--- src/e3fm_defs.svh ---
// Purpose: Offsets, field positions, reset values and counts for the
//          receive E3 frame maintenance block.
// Assumes: 8-bit register port, E3 frame of 1536 bits.
// Notes:   Definitions only.
// Function
// While locked, check each frame for the alignment pattern at its place.
// Go out of frame only after four consecutive bad patterns.
// Each bad pattern increments the 16-bit error counter at 0x52/0x53.
// Counter bytes are read-only, clear when read, start from zero.
// Writing one to bit 0 at 0x01 forces alignment search.
// Reframe drives out-of-frame and loss-of-frame pins high.
// Reframe raises both out-of-frame and loss-of-frame change interrupts.
// Reframe sets status bits 6 and 5 of register 0x11.
// Pins encode state; loss high with out-of-frame low never occurs.
// Thirty-two consecutive zero line bits declare loss of signal.
// External loss input also declares loss of signal.
// Bit 7 of 0x11 limits out-of-frame dwell to 24 or 8 frames.
// Change interrupts set bits 3 and 2 of 0x14, cleared on read.
// Loss of signal drives its pin high and sets bit 4 of 0x11.
// Loss clears after 32 bits without four zeros; interrupt, bit, pin.
// Error counter saturates at its maximum instead of wrapping.
`ifndef E3FM_DEFS_SVH
`define E3FM_DEFS_SVH

`define E3FM_ADDR_IO_CTRL   8'h01
`define E3FM_ADDR_CFG_STAT  8'h11
`define E3FM_ADDR_INT_STAT  8'h14
`define E3FM_ADDR_INT_MASK  8'h15
`define E3FM_ADDR_ERR_HIGH  8'h52
`define E3FM_ADDR_ERR_LOW   8'h53

`define E3FM_IO_REFRAME_BIT 0
`define E3FM_IO_CLK_INV_BIT 1
`define E3FM_IO_RESET       8'hA0
`define E3FM_IO_WR_MASK     8'hBE

`define E3FM_CFG_ALGO_BIT   7
`define E3FM_CFG_LOF_BIT    6
`define E3FM_CFG_OOF_BIT    5
`define E3FM_CFG_LOS_BIT    4

`define E3FM_INT_OOF_BIT    3
`define E3FM_INT_LOF_BIT    2
`define E3FM_INT_LOS_BIT    1
`define E3FM_INT_USED       8'h0E

`define E3FM_FRAME_BITS     11'd1536
`define E3FM_FAS_LAST       11'd9
`define E3FM_FAS_NEXT       11'd10
`define E3FM_FAS_PATTERN    10'h3D0
`define E3FM_MISS_LIMIT     3'd4
`define E3FM_DWELL_LONG     5'd24
`define E3FM_DWELL_SHORT    5'd8
`define E3FM_LOS_ZEROS      6'd32
`define E3FM_LOS_CLEAN      6'd32
`define E3FM_LOS_RUN        6'd4
`define E3FM_CNT_MAX        16'hFFFF

`endif

--- src/e3fm_pkg.sv ---
// Purpose: Types shared by the frame maintenance block.
// Assumes: Nothing beyond the constants header.
// Notes:   Framing states only.
package e3fm_pkg;
    typedef enum logic [1:0] {
        ST_SEARCH,
        ST_IN_FRAME,
        ST_OOF,
        ST_LOF
    } e3fm_state_e;
endpackage : e3fm_pkg

--- src/e3fm_frame_maint.sv ---
// Purpose: Receive E3 frame alignment maintenance, error counter,
//          loss of signal and interrupt registers.
// Assumes: Line clock is slow against clock and sampled as a level.
// Notes:   Search state locks on the first pattern seen.
`timescale 1ns/1ps
`default_nettype none
`include "e3fm_defs.svh"
module e3fm_frame_maint (
    input  wire logic       clock,
    input  wire logic       sys_rst,
    input  wire logic [7:0] reg_addr,
    input  wire logic [7:0] reg_wdata,
    input  wire logic       reg_wr,
    input  wire logic       reg_rd,
    output var  logic [7:0] reg_rdata,
    input  wire logic       line_clk_in,
    input  wire logic       line_data_positive_input,
    input  wire logic       line_data_negative_input,
    input  wire logic       external_signal_loss_input,
    output var  logic       out_of_frame_indicator,
    output var  logic       loss_of_frame_indicator,
    output var  logic       signal_loss_indicator,
    output logic            irq
);
    e3fm_pkg::e3fm_state_e state_r;
    e3fm_pkg::e3fm_state_e state_nxt;
    logic [3:0]  sync_q;
    logic        clk_prev_r;
    logic [9:0]  shift_r;
    logic [10:0] bit_pos_r;
    logic [2:0]  miss_r;
    logic [4:0]  dwell_r;
    logic [15:0] err_cnt_r;
    logic [7:0]  io_r;
    logic        algo_r;
    logic [7:0]  int_stat_r;
    logic [7:0]  int_mask_r;
    logic        los_prev_r;
    logic        line_los;
    logic        oof_set;
    logic        lof_set;

    // Synchronise line clock, data and external loss pins
    e3fm_sync #(.W(4)) u_sync (
        .clock   (clock),
        .sys_rst (sys_rst),
        .d       ({external_signal_loss_input, line_data_negative_input,
                   line_data_positive_input, line_clk_in}),
        .q       (sync_q)
    );

    // Bit strobe on the chosen edge of the sampled line clock
    wire       clk_inv  = io_r[`E3FM_IO_CLK_INV_BIT];
    wire       bit_en   = clk_inv ? (clk_prev_r && !sync_q[0])
                                  : (!clk_prev_r && sync_q[0]);
    wire       bit_val  = sync_q[1] | sync_q[2];
    wire       ext_los  = sync_q[3];
    wire [9:0] shift_nxt = {shift_r[8:0], bit_val};
    wire       fas_ok   = shift_nxt == `E3FM_FAS_PATTERN;
    wire       locked   = (state_r == e3fm_pkg::ST_IN_FRAME) ||
                          (state_r == e3fm_pkg::ST_OOF);
    wire       check    = bit_en && locked &&
                          bit_pos_r == `E3FM_FAS_LAST;
    wire       err_evt  = check && !fas_ok;
    wire [4:0] dwell_lim = algo_r ? `E3FM_DWELL_SHORT
                                  : `E3FM_DWELL_LONG;

    // Register port decode
    wire wr_io   = reg_wr && reg_addr == `E3FM_ADDR_IO_CTRL;
    wire wr_cfg  = reg_wr && reg_addr == `E3FM_ADDR_CFG_STAT;
    wire wr_int  = reg_wr && reg_addr == `E3FM_ADDR_INT_STAT;
    wire wr_mask = reg_wr && reg_addr == `E3FM_ADDR_INT_MASK;
    wire rd_int  = reg_rd && reg_addr == `E3FM_ADDR_INT_STAT;
    wire rd_hi   = reg_rd && reg_addr == `E3FM_ADDR_ERR_HIGH;
    wire rd_lo   = reg_rd && reg_addr == `E3FM_ADDR_ERR_LOW;
    wire reframe = wr_io && reg_wdata[`E3FM_IO_REFRAME_BIT];

    // Loss of signal from line content or the external input
    e3fm_los_detect u_los (
        .clock   (clock),
        .sys_rst (sys_rst),
        .bit_en  (bit_en),
        .bit_val (bit_val),
        .los_r   (line_los)
    );
    wire los_now = line_los | ext_los;

    // Framing state transitions
    always_comb begin
        state_nxt = state_r;
        oof_set   = 1'b0;
        lof_set   = 1'b0;
        if (reframe) begin
            state_nxt = e3fm_pkg::ST_SEARCH;
            oof_set   = 1'b1;
            lof_set   = 1'b1;
        end else begin
            case (state_r)
                e3fm_pkg::ST_SEARCH: begin
                    if (bit_en && fas_ok) begin
                        state_nxt = e3fm_pkg::ST_IN_FRAME;
                        oof_set   = 1'b1;
                        lof_set   = 1'b1;
                    end
                end
                e3fm_pkg::ST_IN_FRAME: begin
                    if (err_evt && miss_r == `E3FM_MISS_LIMIT - 3'd1) begin
                        state_nxt = e3fm_pkg::ST_OOF;
                        oof_set   = 1'b1;
                    end
                end
                e3fm_pkg::ST_OOF: begin
                    if (check && fas_ok) begin
                        state_nxt = e3fm_pkg::ST_IN_FRAME;
                        oof_set   = 1'b1;
                    end else if (err_evt &&
                                 dwell_r + 5'd1 >= dwell_lim) begin
                        state_nxt = e3fm_pkg::ST_LOF;
                        lof_set   = 1'b1;
                    end
                end
                default: begin
                    state_nxt = e3fm_pkg::ST_SEARCH;
                end
            endcase
        end
    end

    // State, bit position and pattern shifter
    always_ff @(posedge clock) begin
        if (sys_rst) begin
            state_r    <= e3fm_pkg::ST_SEARCH;
            clk_prev_r <= 1'b0;
            shift_r    <= 10'h000;
            bit_pos_r  <= 11'h000;
        end else begin
            state_r    <= state_nxt;
            clk_prev_r <= sync_q[0];
            if (bit_en)
                shift_r <= shift_nxt;
            if (state_r == e3fm_pkg::ST_SEARCH && bit_en && fas_ok)
                bit_pos_r <= `E3FM_FAS_NEXT;
            else if (bit_en)
                bit_pos_r <= (bit_pos_r == `E3FM_FRAME_BITS - 11'd1) ?
                             11'h000 : bit_pos_r + 11'd1;
        end
    end

    // Consecutive misses while in frame, frames spent out of frame
    always_ff @(posedge clock) begin
        if (sys_rst || state_nxt != state_r) begin
            miss_r  <= 3'h0;
            dwell_r <= 5'h00;
        end else if (check) begin
            miss_r  <= fas_ok ? 3'h0 : miss_r + 3'h1;
            dwell_r <= dwell_r + 5'h01;
        end
    end

    // Framing pins from the next state: in frame 00, dwell 01, loss 11; signal loss pin from los_now
    always_ff @(posedge clock) begin
        if (sys_rst) begin
            out_of_frame_indicator  <= 1'b1;
            loss_of_frame_indicator <= 1'b1;
            signal_loss_indicator   <= 1'b0;
        end else begin
            out_of_frame_indicator  <=
                state_nxt != e3fm_pkg::ST_IN_FRAME;
            loss_of_frame_indicator <=
                state_nxt == e3fm_pkg::ST_SEARCH ||
                state_nxt == e3fm_pkg::ST_LOF;
            signal_loss_indicator   <= los_now;
        end
    end

    // Error counter: read clears the byte, increment wins, saturates
    wire [15:0] cnt_base = {rd_hi ? 8'h00 : err_cnt_r[15:8],
                            rd_lo ? 8'h00 : err_cnt_r[7:0]};
    wire [15:0] cnt_nxt  = (err_evt && cnt_base != `E3FM_CNT_MAX) ?
                           cnt_base + 16'h0001 : cnt_base;

    always_ff @(posedge clock) begin
        if (sys_rst)
            err_cnt_r <= 16'h0000;
        else
            err_cnt_r <= cnt_nxt;
    end

    // Control registers
    always_ff @(posedge clock) begin
        if (sys_rst) begin
            io_r       <= `E3FM_IO_RESET;
            algo_r     <= 1'b0;
            int_mask_r <= 8'h00;
        end else begin
            if (wr_io)
                io_r <= reg_wdata & `E3FM_IO_WR_MASK;
            if (wr_cfg)
                algo_r <= reg_wdata[`E3FM_CFG_ALGO_BIT];
            if (wr_mask)
                int_mask_r <= reg_wdata & `E3FM_INT_USED;
        end
    end

    // Sticky interrupt status: read or write-one clears, set wins
    wire [7:0] int_set = ({4'h0, oof_set, lof_set, 2'b00} |
                          {6'h00, los_now != los_prev_r, 1'b0});
    wire [7:0] int_clr = (rd_int ? 8'hFF : 8'h00) |
                         (wr_int ? reg_wdata : 8'h00);
    always_ff @(posedge clock) begin
        if (sys_rst) begin
            int_stat_r <= 8'h00;
            los_prev_r <= 1'b0;
        end else begin
            int_stat_r <= (int_stat_r & ~int_clr) | int_set;
            los_prev_r <= los_now;
        end
    end

    assign irq = |(int_stat_r & int_mask_r);

    // Read multiplexer; data valid only in the cycle after the strobe
    wire [7:0] cfg_rd = {algo_r, loss_of_frame_indicator,
                         out_of_frame_indicator, signal_loss_indicator,
                         4'h0};
    wire [7:0] rd_mux =
        (reg_addr == `E3FM_ADDR_IO_CTRL)  ? io_r :
        (reg_addr == `E3FM_ADDR_CFG_STAT) ? cfg_rd :
        (reg_addr == `E3FM_ADDR_INT_STAT) ? int_stat_r :
        (reg_addr == `E3FM_ADDR_INT_MASK) ? int_mask_r :
        (reg_addr == `E3FM_ADDR_ERR_HIGH) ? err_cnt_r[15:8] :
        (reg_addr == `E3FM_ADDR_ERR_LOW)  ? err_cnt_r[7:0] : 8'h00;

    always_ff @(posedge clock) begin
        if (sys_rst)
            reg_rdata <= 8'h00;
        else
            reg_rdata <= reg_rd ? rd_mux : 8'h00;
    end

    // Checks
    property p_pins_valid;
        @(posedge clock) disable iff (sys_rst)
        !(loss_of_frame_indicator && !out_of_frame_indicator);
    endproperty
    a_pins_valid: assert property (p_pins_valid)
        else $error("invalid framing pin combination");

    property p_reframe_pins;
        @(posedge clock) disable iff (sys_rst)
        reframe |=> (out_of_frame_indicator && loss_of_frame_indicator &&
                     state_r == e3fm_pkg::ST_SEARCH);
    endproperty
    a_reframe_pins: assert property (p_reframe_pins)
        else $error("reframe did not raise framing pins");

    property p_reframe_irq;
        @(posedge clock) disable iff (sys_rst)
        reframe |=> (int_stat_r[`E3FM_INT_OOF_BIT] &&
                     int_stat_r[`E3FM_INT_LOF_BIT]);
    endproperty
    a_reframe_irq: assert property (p_reframe_irq)
        else $error("reframe did not raise change interrupts");

    property p_reframe_status;
        @(posedge clock) disable iff (sys_rst)
        reframe ##[1:2] (reg_rd && reg_addr == `E3FM_ADDR_CFG_STAT)
            |=> (reg_rdata[6:5] == 2'b11);
    endproperty
    a_reframe_status: assert property (p_reframe_status)
        else $error("status bits not set after reframe");

    property p_oof_after4;
        @(posedge clock) disable iff (sys_rst)
        (!reframe && state_r == e3fm_pkg::ST_IN_FRAME && err_evt &&
         miss_r == 3'd3) |=> (state_r == e3fm_pkg::ST_OOF);
    endproperty
    a_oof_after4: assert property (p_oof_after4)
        else $error("fourth miss did not enter out of frame");

    property p_isolated;
        @(posedge clock) disable iff (sys_rst)
        (!reframe && state_r == e3fm_pkg::ST_IN_FRAME && miss_r < 3'd3)
            |=> (state_r == e3fm_pkg::ST_IN_FRAME);
    endproperty
    a_isolated: assert property (p_isolated)
        else $error("left frame before four misses");

    property p_dwell;
        @(posedge clock) disable iff (sys_rst)
        (state_r == e3fm_pkg::ST_OOF) |-> (dwell_r < dwell_lim);
    endproperty
    a_dwell: assert property (p_dwell)
        else $error("out of frame dwell exceeded");

    property p_cnt_inc;
        @(posedge clock) disable iff (sys_rst)
        (err_evt && !rd_hi && !rd_lo && err_cnt_r != 16'hFFFF)
            |=> (err_cnt_r == $past(err_cnt_r) + 16'h0001);
    endproperty
    a_cnt_inc: assert property (p_cnt_inc)
        else $error("error counter did not increment");

    property p_cnt_clear;
        @(posedge clock) disable iff (sys_rst)
        (rd_lo && !err_evt) |=> (err_cnt_r[7:0] == 8'h00);
    endproperty
    a_cnt_clear: assert property (p_cnt_clear)
        else $error("low counter byte not cleared by read");

    property p_cnt_sat;
        @(posedge clock) disable iff (sys_rst)
        (err_cnt_r == 16'hFFFF && !rd_hi && !rd_lo)
            |=> (err_cnt_r == 16'hFFFF);
    endproperty
    a_cnt_sat: assert property (p_cnt_sat)
        else $error("error counter wrapped");

    property p_ext_los;
        @(posedge clock) disable iff (sys_rst)
        ext_los |=> signal_loss_indicator;
    endproperty
    a_ext_los: assert property (p_ext_los)
        else $error("external loss not reflected on pin");

    property p_los_irq;
        @(posedge clock) disable iff (sys_rst)
        (los_now != los_prev_r) |=> int_stat_r[`E3FM_INT_LOS_BIT];
    endproperty
    a_los_irq: assert property (p_los_irq)
        else $error("loss change interrupt missing");

    c_reframe: cover property (@(posedge clock) reframe);
    c_oof: cover property (@(posedge clock)
        state_r == e3fm_pkg::ST_OOF);
    c_lof: cover property (@(posedge clock)
        state_r == e3fm_pkg::ST_LOF);
    c_relock: cover property (@(posedge clock)
        state_r == e3fm_pkg::ST_OOF ##1 state_r == e3fm_pkg::ST_IN_FRAME);
endmodule : e3fm_frame_maint
`default_nettype wire

--- src/e3fm_sync.sv ---
// Purpose: Two-flop synchroniser for pins from outside the clock domain.
// Assumes: Each bit is an independent level.
// Notes:   Only the second flop is visible outside.
`timescale 1ns/1ps
`default_nettype none
module e3fm_sync #(
    parameter int W = 1
) (
    input  wire logic         clock,
    input  wire logic         sys_rst,
    input  wire logic [W-1:0] d,
    output var  logic [W-1:0] q
);
    logic [W-1:0] meta_r;

    // First flop feeds only the second
    always_ff @(posedge clock) begin
        if (sys_rst) begin
            meta_r <= '0;
            q      <= '0;
        end else begin
            meta_r <= d;
            q      <= meta_r;
        end
    end
endmodule : e3fm_sync
`default_nettype wire

--- src/e3fm_los_detect.sv ---
// Purpose: Declares and clears loss of signal from line bit content.
// Assumes: bit_en pulses once per received line bit.
// Notes:   Counters saturate at 32.
`timescale 1ns/1ps
`default_nettype none
`include "e3fm_defs.svh"
module e3fm_los_detect (
    input  wire logic clock,
    input  wire logic sys_rst,
    input  wire logic bit_en,
    input  wire logic bit_val,
    output var  logic los_r
);
    logic [5:0] zero_run_r;
    logic [5:0] clean_r;
    wire  [5:0] zero_run_nxt;
    wire  [5:0] clean_nxt;
    wire        run4;

    // Zero run length and bits since the last run of four zeros
    assign zero_run_nxt = bit_val ? 6'h00 :
        (zero_run_r == `E3FM_LOS_ZEROS) ? zero_run_r : zero_run_r + 6'h01;
    assign run4      = zero_run_nxt >= `E3FM_LOS_RUN;
    assign clean_nxt = run4 ? 6'h00 :
        (clean_r == `E3FM_LOS_CLEAN) ? clean_r : clean_r + 6'h01;

    // Set on 32 zeros, clear on 32 clean bits
    always_ff @(posedge clock) begin
        if (sys_rst) begin
            zero_run_r <= 6'h00;
            clean_r    <= 6'h00;
            los_r      <= 1'b0;
        end else if (bit_en) begin
            zero_run_r <= zero_run_nxt;
            clean_r    <= clean_nxt;
            if (zero_run_nxt == `E3FM_LOS_ZEROS)
                los_r <= 1'b1;
            else if (los_r && clean_nxt == `E3FM_LOS_CLEAN)
                los_r <= 1'b0;
        end
    end

    property p_los_set;
        @(posedge clock) disable iff (sys_rst)
        (bit_en && !bit_val && zero_run_r == 6'd31) |=> los_r;
    endproperty
    a_los_set: assert property (p_los_set)
        else $error("loss not declared after 32 zeros");

    property p_los_clear;
        @(posedge clock) disable iff (sys_rst)
        $fell(los_r) |-> (clean_r == `E3FM_LOS_CLEAN);
    endproperty
    a_los_clear: assert property (p_los_clear)
        else $error("loss cleared without a clean stretch");

    c_los_set: cover property (@(posedge clock) $rose(los_r));
endmodule : e3fm_los_detect
`default_nettype wire

--- config.mk ---
export PLATFORM = sky130hd
export DESIGN_NAME = e3fm_frame_maint
export DESIGN_NICKNAME = d
export VERILOG_FILES = /design/src/e3fm_pkg.sv /design/src/e3fm_frame_maint.sv /design/src/e3fm_sync.sv /design/src/e3fm_los_detect.sv
export VERILOG_INCLUDE_DIRS = /design/src
export SDC_FILE = /design/constraint.sdc
export NUM_CORES = 1
export LEC_CHECK = 0
export ABC_CLOCK_PERIOD_IN_PS = 2900
export BUFFER_PORTS_ARGS = -buffer_cell sky130_fd_sc_hd__buf_2
export CAP_MARGIN = 20
export CORE_MARGIN = 1.5
export CORE_UTILIZATION = 45
export CTS_BUF_LIST = sky130_fd_sc_hd__clkbuf_16
export DETAILED_ROUTE_END_ITERATION = 7
export GPL_ROUTABILITY_DRIVEN = 0
export PLACE_DENSITY_LB_ADDON = 0.1
export SLEW_MARGIN = 30
export SYNTH_ARGS = -nofsm -noshare
export SYNTH_HDL_FRONTEND = slang
export SYNTH_SLANG_ARGS = --single-unit
--- constraint.sdc ---
create_clock -name clock -period 2.9 [get_ports clock]
set_input_delay 0.29 -clock clock [delete_from_list [all_inputs] [get_ports clock]]
set_output_delay 0.29 -clock clock [all_outputs]
set_load 0.03 [all_outputs]
* Word level (Yosys, flattened, before mapping)
Cells that the tools add are included.
** Word-level totals
- Bits in writable memories :: 0
- Input port bits :: 24
- Output and inout bits :: 12
- Register bits after elaboration :: 97
- Bits in latches :: 0
- Memory bits (read-only) :: 0
- Logic and storage cells :: 136
- Memories kept :: 0
** Operators by class
- Shifts and indexed selects :: 0
- Add/subtract/negate cells :: 6
- Magnitude comparators :: 2
- Muxes and demuxes :: 38
- Eq/ne operators :: 21
- $mul :: 0
- Reduce and logical (&&, ||, !) cells :: 37
- Bitwise logic cells :: 9
- Divide/modulo/power cells :: 0
** Operator list (count)
- 8-bit two-way mux :: 10
- 6-bit == test (second input constant) :: 4
- 8-bit by 5-bit == test with 1-bit output (second input constant) :: 3
- 6-bit two-way mux :: 4
- 1-bit logical AND :: 21
- 16-bit by 1-bit adder with 16-bit output (second input constant) :: 1
- 8-bit by 7-bit == test with 1-bit output (second input constant) :: 2
- 16-bit two-way mux :: 1
- 16-bit inequality test (second input constant) :: 1
- 6-bit by 1-bit adder with 6-bit output (second input constant) :: 2
- 11-bit by 1-bit adder with 11-bit output (second input constant) :: 1
- 11-bit == test (second input constant) :: 1
- 11-bit by 4-bit == test with 1-bit output (second input constant) :: 1
- 11-bit two-way mux :: 1
- 10-bit == test (second input constant) :: 1
- 1-bit two-way mux :: 10
- 2-bit two-way mux :: 5
- 8-bit by 4-bit AND with 8-bit output :: 1
- 8-bit AND :: 1
- 8-bit by 1-bit == test with 1-bit output (second input constant) :: 1
- 4-bit two-way mux :: 2
- 8-bit inverter :: 1
- 8-bit by 4-bit OR with 8-bit output :: 1
- 8-bit OR :: 1
- other kinds (27) :: 36

* Logic depth before layout (Yosys ltp)
Gate-level depths: netlist (run 1).
- Depth after elaboration :: 13
- Mapped depth :: 12
- Mapped depth without buffers :: 10

* Cells and area by module
Synthesis (run 1) repeated with hierarchy kept, for this count alone.
** Second synthesis, totals
- Cells, all modules :: 590
- Area, all modules :: 4969.8 um^2
** Modules (own cells, without submodules)
- e3fm_frame_maint :: sequential area each 1521.5 um^2, area each 3803.6 um^2, times used 1, cells each 453
- e3fm_los_detect :: sequential area each 260.2 um^2, area each 955.9 um^2, times used 1, cells each 121
- e3fm_sync :: sequential area each 160.2 um^2, area each 210.2 um^2, times used 1, cells each 16

* Worst setup path after synthesis (run 1)
OpenSTA, ideal clock, no wires.
- Path kind :: flip-flop to flip-flop
- From :: reg state_r[0]
- To :: reg loss_of_frame_indicator
- Arrival :: 2249 ps
- Stages on the path, launching flop included :: 11
- Period minus slack after synthesis :: 2372 ps
- Library setup time :: 123 ps
- Buffers on the path :: 0
- Slack :: 528 ps
- Required time :: 2777 ps
- Cells stage by stage :: dfxtp_1 -> inv_1 -> ha_1 -> and3b_1 -> o2111ai_1 -> nand2b_1 -> o22ai_1 -> a221o_1 -> nand2_1 -> ha_1 -> or2_2
** Between the ends
- Word-level cells in the longest chain between the ends :: 12
- Elaborated cells on any way between the ends :: 19
- Classes of those cells :: 3 x eq/ne; 6 x mux; 10 x reduce/logical
** RTL lines
- start, declared :: RTL line e3fm_frame_maint.sv:25 : e3fm_pkg::e3fm_state_e state_r;
- start signal, assigned :: RTL line e3fm_frame_maint.sv:132 : state_r <= e3fm_pkg::ST_SEARCH;
- start signal, assigned :: RTL line e3fm_frame_maint.sv:137 : state_r <= state_nxt;
- 2-bit by 1-bit == test with 1-bit output or 2-bit == test (tied branches) :: RTL line e3fm_frame_maint.sv:60, e3fm_frame_maint.sv:98, e3fm_frame_maint.sv:61
- 1-bit logical OR :: RTL line e3fm_frame_maint.sv:60 : wire locked = (state_r == e3fm_pkg::ST_IN_FRAME) ||
- 1-bit logical AND :: RTL line e3fm_frame_maint.sv:62 : wire check = bit_en && locked &&
- 1-bit logical AND (no source line)
- 1-bit logical AND :: RTL line e3fm_frame_maint.sv:64 : wire err_evt = check && !fas_ok;
- 1-bit logical AND :: RTL line e3fm_frame_maint.sv:116 : end else if (err_evt &&
- 2-bit two-way mux :: RTL line e3fm_frame_maint.sv:116
- 2-bit two-way mux :: RTL line e3fm_frame_maint.sv:113 : if (check && fas_ok) begin
- 2-bit one-hot mux with 3 select lines (*) :: RTL line e3fm_frame_maint.sv:98 : case (state_r)
- 2-bit two-way mux (*) :: RTL line e3fm_frame_maint.sv:93 : if (reframe) begin
- 2-bit == test or 2-bit zero test (tied branches) :: RTL line e3fm_frame_maint.sv:171, e3fm_frame_maint.sv:170
- 1-bit logical OR (*) :: RTL line e3fm_frame_maint.sv:170 : state_nxt == e3fm_pkg::ST_SEARCH ||
- end signal, assigned :: RTL line e3fm_frame_maint.sv:169 : loss_of_frame_indicator <=
- end, declared :: RTL line e3fm_frame_maint.sv:21 : output var logic loss_of_frame_indicator,
Mark *: on every way between the ends. The rest lies on a longest branch, timed or not.
A chain may end at the register's enable or synchronous reset.

* Worst setup path after layout (run 1)
- From :: reg state_r[1]
- To :: reg loss_of_frame_indicator
The elaborated chain is that of the path after synthesis.

==> results.md, run 1 <==
* Status: completed
* I/O Pins at 36
* Starting Density at 0.464
* Fin Setup TNS at 0 ns
* Area after DPL at about 5400 µm²
* Met3 Track Usage GR at 0.0556
* CP max stage delay at approximately 0.42 ns
* Final Cell Area at 5760 µm²
* Critical Path End Type: flop
* Critical-path top delay cell: dfxtp_1
* First-pass GRT wire length at approximately 20000 µm
* Crit path kind: reg2reg
* Pwr Total at 2.92 mW
* Post-synth EDFFs at 0
* Count of state elements after synthesis at 97
* Max Root-Sink Buffers at 2
* Max-slew violations at 0
* CTS buffer count at 9
* Initial antenna violation count at 0
* DRC Markers at 0
* WP data required at around 3.1 ns
* Root Buffer: clkbuf_16
* Die Ht at between 100 and 150 µm
* Worst hold path type: in2reg
* Number of diodes at 0
* CTS tree: done
* Global route overflow at 0
* Detailed Place HPWL at between 8000 and 9000 µm
* Main synth FF type: dfxtp_1
* Grt met2 use at 0.345
* Hold path endpoint: u_sync.meta_r[0]
* Post-Syn Instances at 608
* Cells on worst reg2reg path at 11
* Worst r2r src: state_r[1]
* Mapped Nets at around 650
* Filler cells at slightly above 1000
* Largest net degree at the start of global routing at 25
* Worst-path clk slew at around 0.07 ns
* ANT nets after route at 0
* Cell repeated most along the worst path: ha_1
* Measured slew at the worst slew-check pin at 0.683 ns
* Sequential cell area at between 1500 and 2000 µm²
* Power density cells at ~510 nW/µm²
* Yosys warning total at 0
* Syn_area_per_cell at ~8.3 µm²
* GRT Overall Usage at 0.217
* Vias in the first global route at about 4000
* Met1 GRT Util at 0.282
* Multi-input logic area at 2910 µm²
* Final period utilization at 0.897
* Area grow syn2layout at 14.1%
* Setup violators final at 0
* Crit path DAT at 2.84 ns
* Worst hold slack at about 0.16 ns
* Final nets at between 600 and 700
* Die Wd at about 110 µm
* F_max at approximately 0.38 GHz
* Setup Buffers After CTS at 0
* RSZ-0062 raised after global routing: false
* Full die area at roughly 12000 µm²
* Clk_skew at just under 0.009 ns
* Final min period at between 2 and 3 ns
* Hold depth at 2
* Hold Startpoint: line_clk_in
* Netlist cell types at slightly below 70
* Leakage at about 2.2 nW
* Routed WL at 12000 µm
* Final hold violation count at 0
* MaxCap Viol Count at 0
* R2r setup slk at 0.30 ns
* First-pass DRT Iterations at 5
* Netlist Area Pre-Place at a little over 5000 µm²
* Worst-Skew Late Latency at 0.35 ns
* Input/output buffers at 35
* DR WL/cell at between 15 and 20 µm
* CTS Hold Bufs at 0
* H-tree depth at 3
* Sink Count at 97
* Worst Path Max Fanout at 6
* Sequential fraction of the synthesis area at 0.385
* Busiest grt layer: met2
* FFs w/ async S/R, synth at 0
* Via/cell ratio at ~5.6
* Iter 0 DRT Violations at around 400
* Core box area at around 11000 µm²
* Share of layout cells above drive strength 1 at 0.147
* Max-Slew Margin vs Limit at 0.540
* Rows at 38
* Maximum vdd drop at 0.642 mV
* Crit start category: flop
* Critical-path cell list: inv_1 > ha_1 > and3b_1 > o2111ai_1 > buf_4 > nor2_1 > o22ai_1 > a221o_1 > nand2_1 > ha_1 > or2_2
* Post-CTS sizing at 0
* Routed via count at 4400
* Reg2Reg Capture Point: loss_of_frame_indicator
synth_stat cells, types with 6 or more instances:
cell type / instances / area [µm²]
dfxtp_1: 97 / 1940
clkbuf_1: 20 / 75.1
nand4_1: 13 / 81.3
and3_1: 9 / 56.3
nor2b_1: 10 / 62.6
xor2_1: 20 / 175
a21oi_1: 56 / 280
nand2b_1: 6 / 37.5
o21ai_0: 21 / 105
and2_1: 8 / 50.1
nor3b_1: 10 / 75.1
mux2_2: 6 / 67.6
nor3_2: 7 / 70.1
ha_1: 17 / 213
nand3_1: 35 / 175
nor3_1: 21 / 105
nand2_1: 63 / 236
nor2_1: 60 / 225
inv_1: 21 / 78.8
xnor2_1: 9 / 78.8
how the worst max path moves through the flow:
stage,startpoint,endpoint,cells after the start
detailed placement,reg_addr[6],err_cnt_r[7],12
CTS,bit_pos_r[2],loss_of_frame_indicator,9
global route,state_r[1],loss_of_frame_indicator,11
finish,state_r[1],loss_of_frame_indicator,11
global placement,reg_addr[6],err_cnt_r[7],12
floorplan,state_r[0],loss_of_frame_indicator,10
cells by family after synthesis:
logic type                 after synthesis  share of synthesized area
DFF                                     97                      0.385
adders and majority gates               17                     0.0421
buffers and inverters                   50                     0.0399
muxes                                   11                     0.0233
AOI/OAI and AO/OA                      125                      0.162
and+or+nand+nor                        279                      0.298
xor gates and xnor gates                29                     0.0503
power by group:
part           leakage [nW]  total (mW)  switching (mW)  internal, mW
Sequential            0.784        1.35         0.00933          1.34
Combinational          1.26       0.140          0.0905        0.0491
Clock                 0.169        1.43           0.508         0.922
Total                  2.21        2.92           0.608          2.32
cell usage in the layout (no fill, tap or decap), types with 5 or more instances in the layout:
cell,n
dfxtp_1,97
nand2_1,63
nor2_1,60
a21oi_1,56
nand3_1,35
buf_2,35
inv_1,21
o21ai_0,21
nor3_1,21
xor2_1,20
ha_1,17
buf_4,17
nand4_1,13
nor3b_1,10
nor2b_1,10
xnor2_1,9
and3_1,9
clkbuf_16,9
and2_1,8
nor3_2,7
nand2b_1,6
mux2_2,6
nor4_1,5
mux2i_1,5
a31oi_1,5
a211o_1,5
o211ai_1,5
registers in the layout, indices dropped and copies added, names as in the netlist:
| signal | cells |
|---|---|
| miss_r | 3 |
| state_r | 2 |
| int_mask_r | 3 |
| shift_r | 9 |
| dwell_r | 5 |
| io_r | 6 |
| bit_pos_r | 11 |
| err_cnt_r | 16 |
| u_los.clean_r | 6 |
| algo_r | 1 |
| los_prev_r | 1 |
| clk_prev_r | 1 |
| loss_of_frame_indicator | 1 |
| u_sync.q | 4 |
| u_sync.meta_r | 4 |
| reg_rdata | 8 |
| u_los.zero_run_r | 6 |
| int_stat_r | 8 |
| u_los.los_r | 1 |
| out_of_frame_indicator | 1 |
routing by layer:
metal / wire (µm) / part of all wire / up-vias
met5: 0 / 0 / -
met4: 257 / 0.021 / 0
met3: 521 / 0.043 / 15
met2: 5540 / 0.46 / 93
met1: 5720 / 0.48 / 2050
li1: - / - / 2242
through the flow:
step,worst slack (ns),util,std cells
CTS,0.297,0.529,786
global route,0.131,0.529,786
detailed placement,0.278,0.496,771
global placement,0.343,0.496,771
finish,0.298,0.529,786
floorplan,0.528,-,608
worst max-delay path: cells and delay by family, from the launching register on:
kind	cells	cell delay [ns]
compound gates	3	0.59
fa+ha+maj	2	0.50
buf+inv	2	0.37
flops	1	0.42
simple gates	4	0.63
layout make-up:
cell class	instances	share of cell area
Clock buffer	9	0.0391
Clock inverter	6	0.0228
Inverter	21	0.0137
Multi-Input combinational cell	461	0.504
Sequential cell	97	0.337
Tap cell	140	0.0304
Timing Repair Buffer	52	0.0526
Note: power is estimated with default switching activity, not from simulation.
==> inputs of run 2 (changes only) <==
--- a/config.mk
+++ b/config.mk
@@ -7,12 +7,12 @@
 export NUM_CORES = 1
 export LEC_CHECK = 0
 export ABC_CLOCK_PERIOD_IN_PS = 2900
-export BUFFER_PORTS_ARGS = -buffer_cell sky130_fd_sc_hd__buf_2
 export CAP_MARGIN = 20
 export CORE_MARGIN = 1.5
 export CORE_UTILIZATION = 45
 export CTS_BUF_LIST = sky130_fd_sc_hd__clkbuf_16
 export DETAILED_ROUTE_END_ITERATION = 7
+export DONT_BUFFER_PORTS = 1
 export GPL_ROUTABILITY_DRIVEN = 0
 export PLACE_DENSITY_LB_ADDON = 0.1
 export SLEW_MARGIN = 30
==> run 2 against run 1 <==
Hold slack worse by 0.13 ns. Critical path type unchanged. Clock skew down 0.0022 ns. Critical path depth unchanged.
==> results.md, run 2 (synthesis gave the netlist of run 1 again) <==
* Status: completed
* Multi-input logic area at 2910 µm²
* Power density cells at around 500 nW/µm²
* Die Ht at approximately 110 µm
* Final nets at ~650
* Layout Utilization at 0.511
* Commonest non-fill, non-tap cell in the layout: dfxtp_1
* Max Root-Sink Buffers at 2
* CTS buffer count at 9
* Fin Setup TNS at 0 ns
* Worst Path Max Fanout at 6
* Hold path endpoint: shift_r[0]
* Critical-path cell list: inv_1 > ha_1 > and3b_1 > o2111ai_1 > buf_4 > nor2_1 > o22ai_1 > a221o_1 > nand2_1 > ha_1 > or2_2
* Hold Startpoint: sys_rst
* Filler cells at about 1000
* Largest net degree at the start of global routing at 38
* Worst-path clk slew at 0.07 ns
* I/O Pins at 36
* Cell repeated most along the worst path: ha_1
* Maximum vdd drop at roughly 0.46 mV
* Root Buffer: clkbuf_16
* Crit path DAT at about 2.9 ns
* First-pass DRT Iterations at 5
* Max-slew violations at 0
* Starting Density at 0.464
* F_max at 0.381 GHz
* Cells on worst reg2reg path at 11
* MaxCap Viol Count at 0
* Clk_skew at about 0.0065 ns
* Via/cell ratio at 5.74
* Worst hold slack at 0.0238 ns
* Reg2Reg Capture Point: loss_of_frame_indicator
* Routed via count at 4321
* Leakage at 2.05 nW
* Max reg flops at 16
* ANT nets after route at 0
* Area grow syn2layout at 10.3%
* Sequential cell area at 1940 µm²
* Hold depth at 1
* Die Wd at 109 µm
* Cell family with most CP delay: simple AND/OR/NAND/NOR gates
* Setup Buffers After CTS at 0
* Vias in the first global route at 4030
* Measured slew at the worst slew-check pin at 0.753 ns
* Iter 0 DRT Violations at between 400 and 500
* Number of diodes at 0
* Worst hold path type: in2reg
* First-pass GRT wire length at roughly 20000 µm
* R2r setup slk at ~0.27 ns
* RSZ-0062 raised after global routing: false
* Critical Path End Type: flop
* DRC Markers at 0
* Commonest non-fill, non-tap cells in the layout: dfxtp_1, nand2_1, nor2_1, a21oi_1, nand3_1
* CP max stage delay at between 0.3 and 0.4 ns
* Core box area at between 10000 and 15000 µm²
* Setup violators final at 0
* Final period utilization at 0.905
* WP buf/inv at 2
* Global route overflow at 0
* Rows at 38
* Max-Slew Margin vs Limit at 0.493
* Final min period at 2.63 ns
* Initial antenna violation count at 0
* Sink Count at 97
* Routed WL at roughly 12000 µm
* Post-CTS sizing at 0
* Worst r2r src: state_r[1]
* Detailed Place HPWL at ~8400 µm
* Full die area at between 10000 and 15000 µm²
* Top Registers: err_cnt_r: 16 flops, bit_pos_r: 11 flops, shift_r: 9 flops
* Share of layout cells above drive strength 1 at 0.0979
* CTS tree: done
* Largest reg by FF count: err_cnt_r
* H-tree depth at 3
* CTS Hold Bufs at 3
* DR WL/cell at approximately 16 µm
* Worst-Skew Late Latency at between 0.3 and 0.4 ns
* Crit start category: flop
* GRT Overall Usage at 0.218
* WP data required at 3.14 ns
* Input/output buffers at 0
* Final hold violation count at 0
* Critical-path top delay cell: dfxtp_1
* Crit path kind: reg2reg
## run 2: final cells by class
| cell class | instances | area share |
|---|---|---|
| Tap cell | 140 | 0.0315 |
| Timing Repair Buffer | 18 | 0.0279 |
| Sequential cell | 97 | 0.349 |
| Multi-Input combinational cell | 461 | 0.522 |
| Clock buffer | 9 | 0.0405 |
| Inverter | 21 | 0.0142 |
| Clock inverter | 7 | 0.0153 |
## run 2: worst max-delay path by stage
stage	startpoint	to	slack (ns)	depth (start not counted)
2_1_floorplan	state_r[0]	loss_of_frame_indicator	0.53	10
3_3_place_gp	state_r[1]	loss_of_frame_indicator	0.39	11
3_5_place_dp	state_r[1]	loss_of_frame_indicator	0.32	11
4_1_cts	state_r[1]	loss_of_frame_indicator	0.31	11
5_1_grt	state_r[1]	loss_of_frame_indicator	0.12	11
6_report	state_r[1]	loss_of_frame_indicator	0.27	11
## run 2: layer usage
layer / up-vias / routed length (µm) / share of wire / track usage
met4: 0 / 350 / 0.029 / 0.0846
li1: 2173 / - / - / -
met5: - / 0 / 0 / 0
met2: 125 / 5460 / 0.45 / 0.354
met3: 33 / 631 / 0.052 / 0.0568
met1: 1990 / 5760 / 0.47 / 0.276
## run 2: where the power goes
part           switching [mW]  total, mW  internal [mW]
Clock                   0.562       1.25          0.687
Combinational          0.0585     0.0976         0.0392
Sequential             0.0131       1.36           1.34
## run 2: metrics by stage
stage / instance area (µm²) / cells / setup WS (ns) / power [mW]
after floorplan: 5050 / 608 / 0.528 / 1.47
after global placement: 5210 / 733 / 0.387 / 1.47
after detailed placement: 5210 / 733 / 0.319 / 1.47
after CTS: 5560 / 752 / 0.306 / 2.74
after global routing: 5570 / 753 / 0.125 / 2.82
final: 5570 / 753 / 0.275 / 2.70
==> inputs of run 3 (changes only) <==
--- a/config.mk
+++ b/config.mk
@@ -8,8 +8,10 @@
 export LEC_CHECK = 0
 export ABC_CLOCK_PERIOD_IN_PS = 2900
 export CAP_MARGIN = 20
+export CELL_PAD_IN_SITES_DETAIL_PLACEMENT = 2
+export CELL_PAD_IN_SITES_GLOBAL_PLACEMENT = 2
 export CORE_MARGIN = 1.5
-export CORE_UTILIZATION = 45
+export CORE_UTILIZATION = 39
 export CTS_BUF_LIST = sky130_fd_sc_hd__clkbuf_16
 export DETAILED_ROUTE_END_ITERATION = 7
 export DONT_BUFFER_PORTS = 1
==> run 3 against run 2 <==
Hold slack got worse by 0.00065 ns. Non-clock buffer count down 1. First-iteration DRC count fell by 54%. Critical endpoint unchanged.
==> results.md, run 3 (synthesis gave the netlist of run 1 again) <==
* Initial antenna violation count at 0
* Setup Buffers After CTS at 0
* RSZ-0062 raised after global routing: false
* Max-slew violations at 0
* Final nets at ~650
* DR WL/cell at 20.6 µm
* Detailed Place HPWL at about 11000 µm
* Number of diodes at 0
* Commonest non-fill, non-tap cells in the layout: dfxtp_1, nand2_1, nor2_1, a21oi_1, nand3_1
* Cell family with most CP delay: simple AND/OR/NAND/NOR gates
* CP Launch Point: state_r[1]
* ANT nets after route at 0
* Setup violators final at 0
* Max Root-Sink Buffers at 2
* Vias in the first global route at around 5000
* Via/cell ratio at ~5.8
* CP endpoint: loss_of_frame_indicator
* Global route overflow at 0
* CTS buffer count at 9
* I/O Pins at 36
* Cells on worst reg2reg path at 11
* Area grow syn2layout at 11.1%
* Power density cells at ~500 nW/µm²
* First-pass DRT Iterations at 4
* Worst-path clk slew at 0.07 ns
* Commonest non-fill, non-tap cell in the layout: dfxtp_1
* Status: completed
* Final period utilization at 0.927
* Final min period at around 2.7 ns
* Reg2Reg Capture Point: loss_of_frame_indicator
* Die Ht at around 120 µm
* Leakage at about 2 nW
* Iter 0 DRT Violations at between 200 and 250
* Largest reg by FF count: err_cnt_r
* Crit start category: flop
* Die Wd at 117 µm
* DRC Markers at 0
* Top Registers: err_cnt_r: 16 flops, bit_pos_r: 11 flops, shift_r: 9 flops
* Crit path kind: reg2reg
* Max-Slew Margin vs Limit at 0.445
* Max reg flops at 16
* H-tree depth at 3
* WP data required at 3.14 ns
* CP max stage delay at around 0.41 ns
* MaxCap Viol Count at 0
* Rows at a little over 40
* Maximum vdd drop at approximately 0.2 mV
* WP depth at 11
* Clk_skew at around 0.0086 ns
* Full die area at about 14000 µm²
* WP buf/inv at 2
* Core box area at between 10000 and 15000 µm²
* Crit path DAT at about 3 ns
* GRT Overall Usage at 0.251
* Worst-Skew Late Latency at approximately 0.36 ns
* Worst r2r src: state_r[1]
* Worst Path Max Fanout at 6
* Measured slew at the worst slew-check pin at 0.825 ns
* First-pass GRT wire length at between 20000 and 30000 µm
* Root Buffer: clkbuf_16
* Critical-path cell list: inv_1 > ha_1 > and3b_1 > o2111ai_1 > buf_4 > nor2_1 > o22ai_1 > a221o_1 > nand2_1 > ha_1 > or2_2
* Largest net degree at the start of global routing at 36
* Pre-CTS setup slack at 0.225 ns
* Routed WL at 16100 µm
* Critical-path top delay cell: dfxtp_1
* Critical Path End Type: flop
* CTS tree: done
* Starting Density at 0.400
* Cell repeated most along the worst path: ha_1
* Worst hold path type: in2reg
* Sink Count at 97
* R2r setup slk at approximately 0.21 ns
* Fin Setup TNS at 0 ns
* Routed via count at between 4000 and 5000
* Worst setup margin at roughly 0.21 ns
* Input/output buffers at 0
* Pwr Total at between 2 and 3 mW
* Final hold violation count at 0
* F_max at around 0.37 GHz
* Share of layout cells above drive strength 1 at 0.0966
run 3: cell types whose count changed in the layout (fill, tap and decap cells not counted), sizes merged:
cell / previous run / this run
clkinvlp: 2 / 0
dlygate4sd3: 3 / 2
bufinv: 1 / 2
run 3: cell type report:
cell class / instances / area [µm²]
fillers: 1419 / 7010
multi-input cells: 461 / 2910
flip-flops and latches: 97 / 1940
clock buffers: 9 / 225
well taps: 172 / 215
repair buffers: 17 / 145
clock inverters: 6 / 97.6
inverters: 21 / 78.8
run 3: per-layer routing:
| metal | vias up | track usage | wire [µm] |
|---|---|---|---|
| met3 | 22 | 0.0360 | 454 |
| li1 | 2171 | - | - |
| met1 | 2266 | 0.298 | 7130 |
| met5 | - | 0 | 0 |
| met2 | 67 | 0.452 | 8160 |
| met4 | 0 | 0.107 | 384 |
run 3: repair_timing:
action | in CTS | in global routing
gates resized for setup | 0 | 0
hold buffers | 2 | 1
endpoints found under the hold margin | 35 | 1
run 3: stage by stage:
step,instances,area (µm²),hold WS [ns],util
after floorplan,608,5050,0.414,-
after global placement,765,5250,0.363,0.416
after detailed placement,765,5250,0.366,0.416
after CTS,782,5600,0.00213,0.444
after global routing,783,5610,0.00131,0.444
final,783,5610,0.0232,0.444
run 3: worst min-delay path by stage:
| stage | to | slack (ns) | cells after the start | from |
|---|---|---|---|---|
| 6_report | io_r[1] | 0.02 | 1 | sys_rst |
| 5_1_grt | bit_pos_r[3] | 0.001 | 1 | sys_rst |
| 4_1_cts | bit_pos_r[3] | 0.002 | 1 | sys_rst |
| 3_5_place_dp | u_los.clean_r[0] | 0.37 | 1 | sys_rst |
| 3_3_place_gp | u_los.clean_r[0] | 0.36 | 1 | sys_rst |
| 2_1_floorplan | u_sync.q[0] | 0.41 | 1 | u_sync.meta_r[0] |
run 3: where the power goes:
part | total [mW] | internal (mW) | switching [mW] | leakage, nW
logic | 0.0986 | 0.0389 | 0.0597 | 1.11
clock network | 1.34 | 0.767 | 0.568 | 0.159
registers | 1.36 | 1.34 | 0.0142 | 0.784
total | 2.79 | 2.15 | 0.642 | 2.06
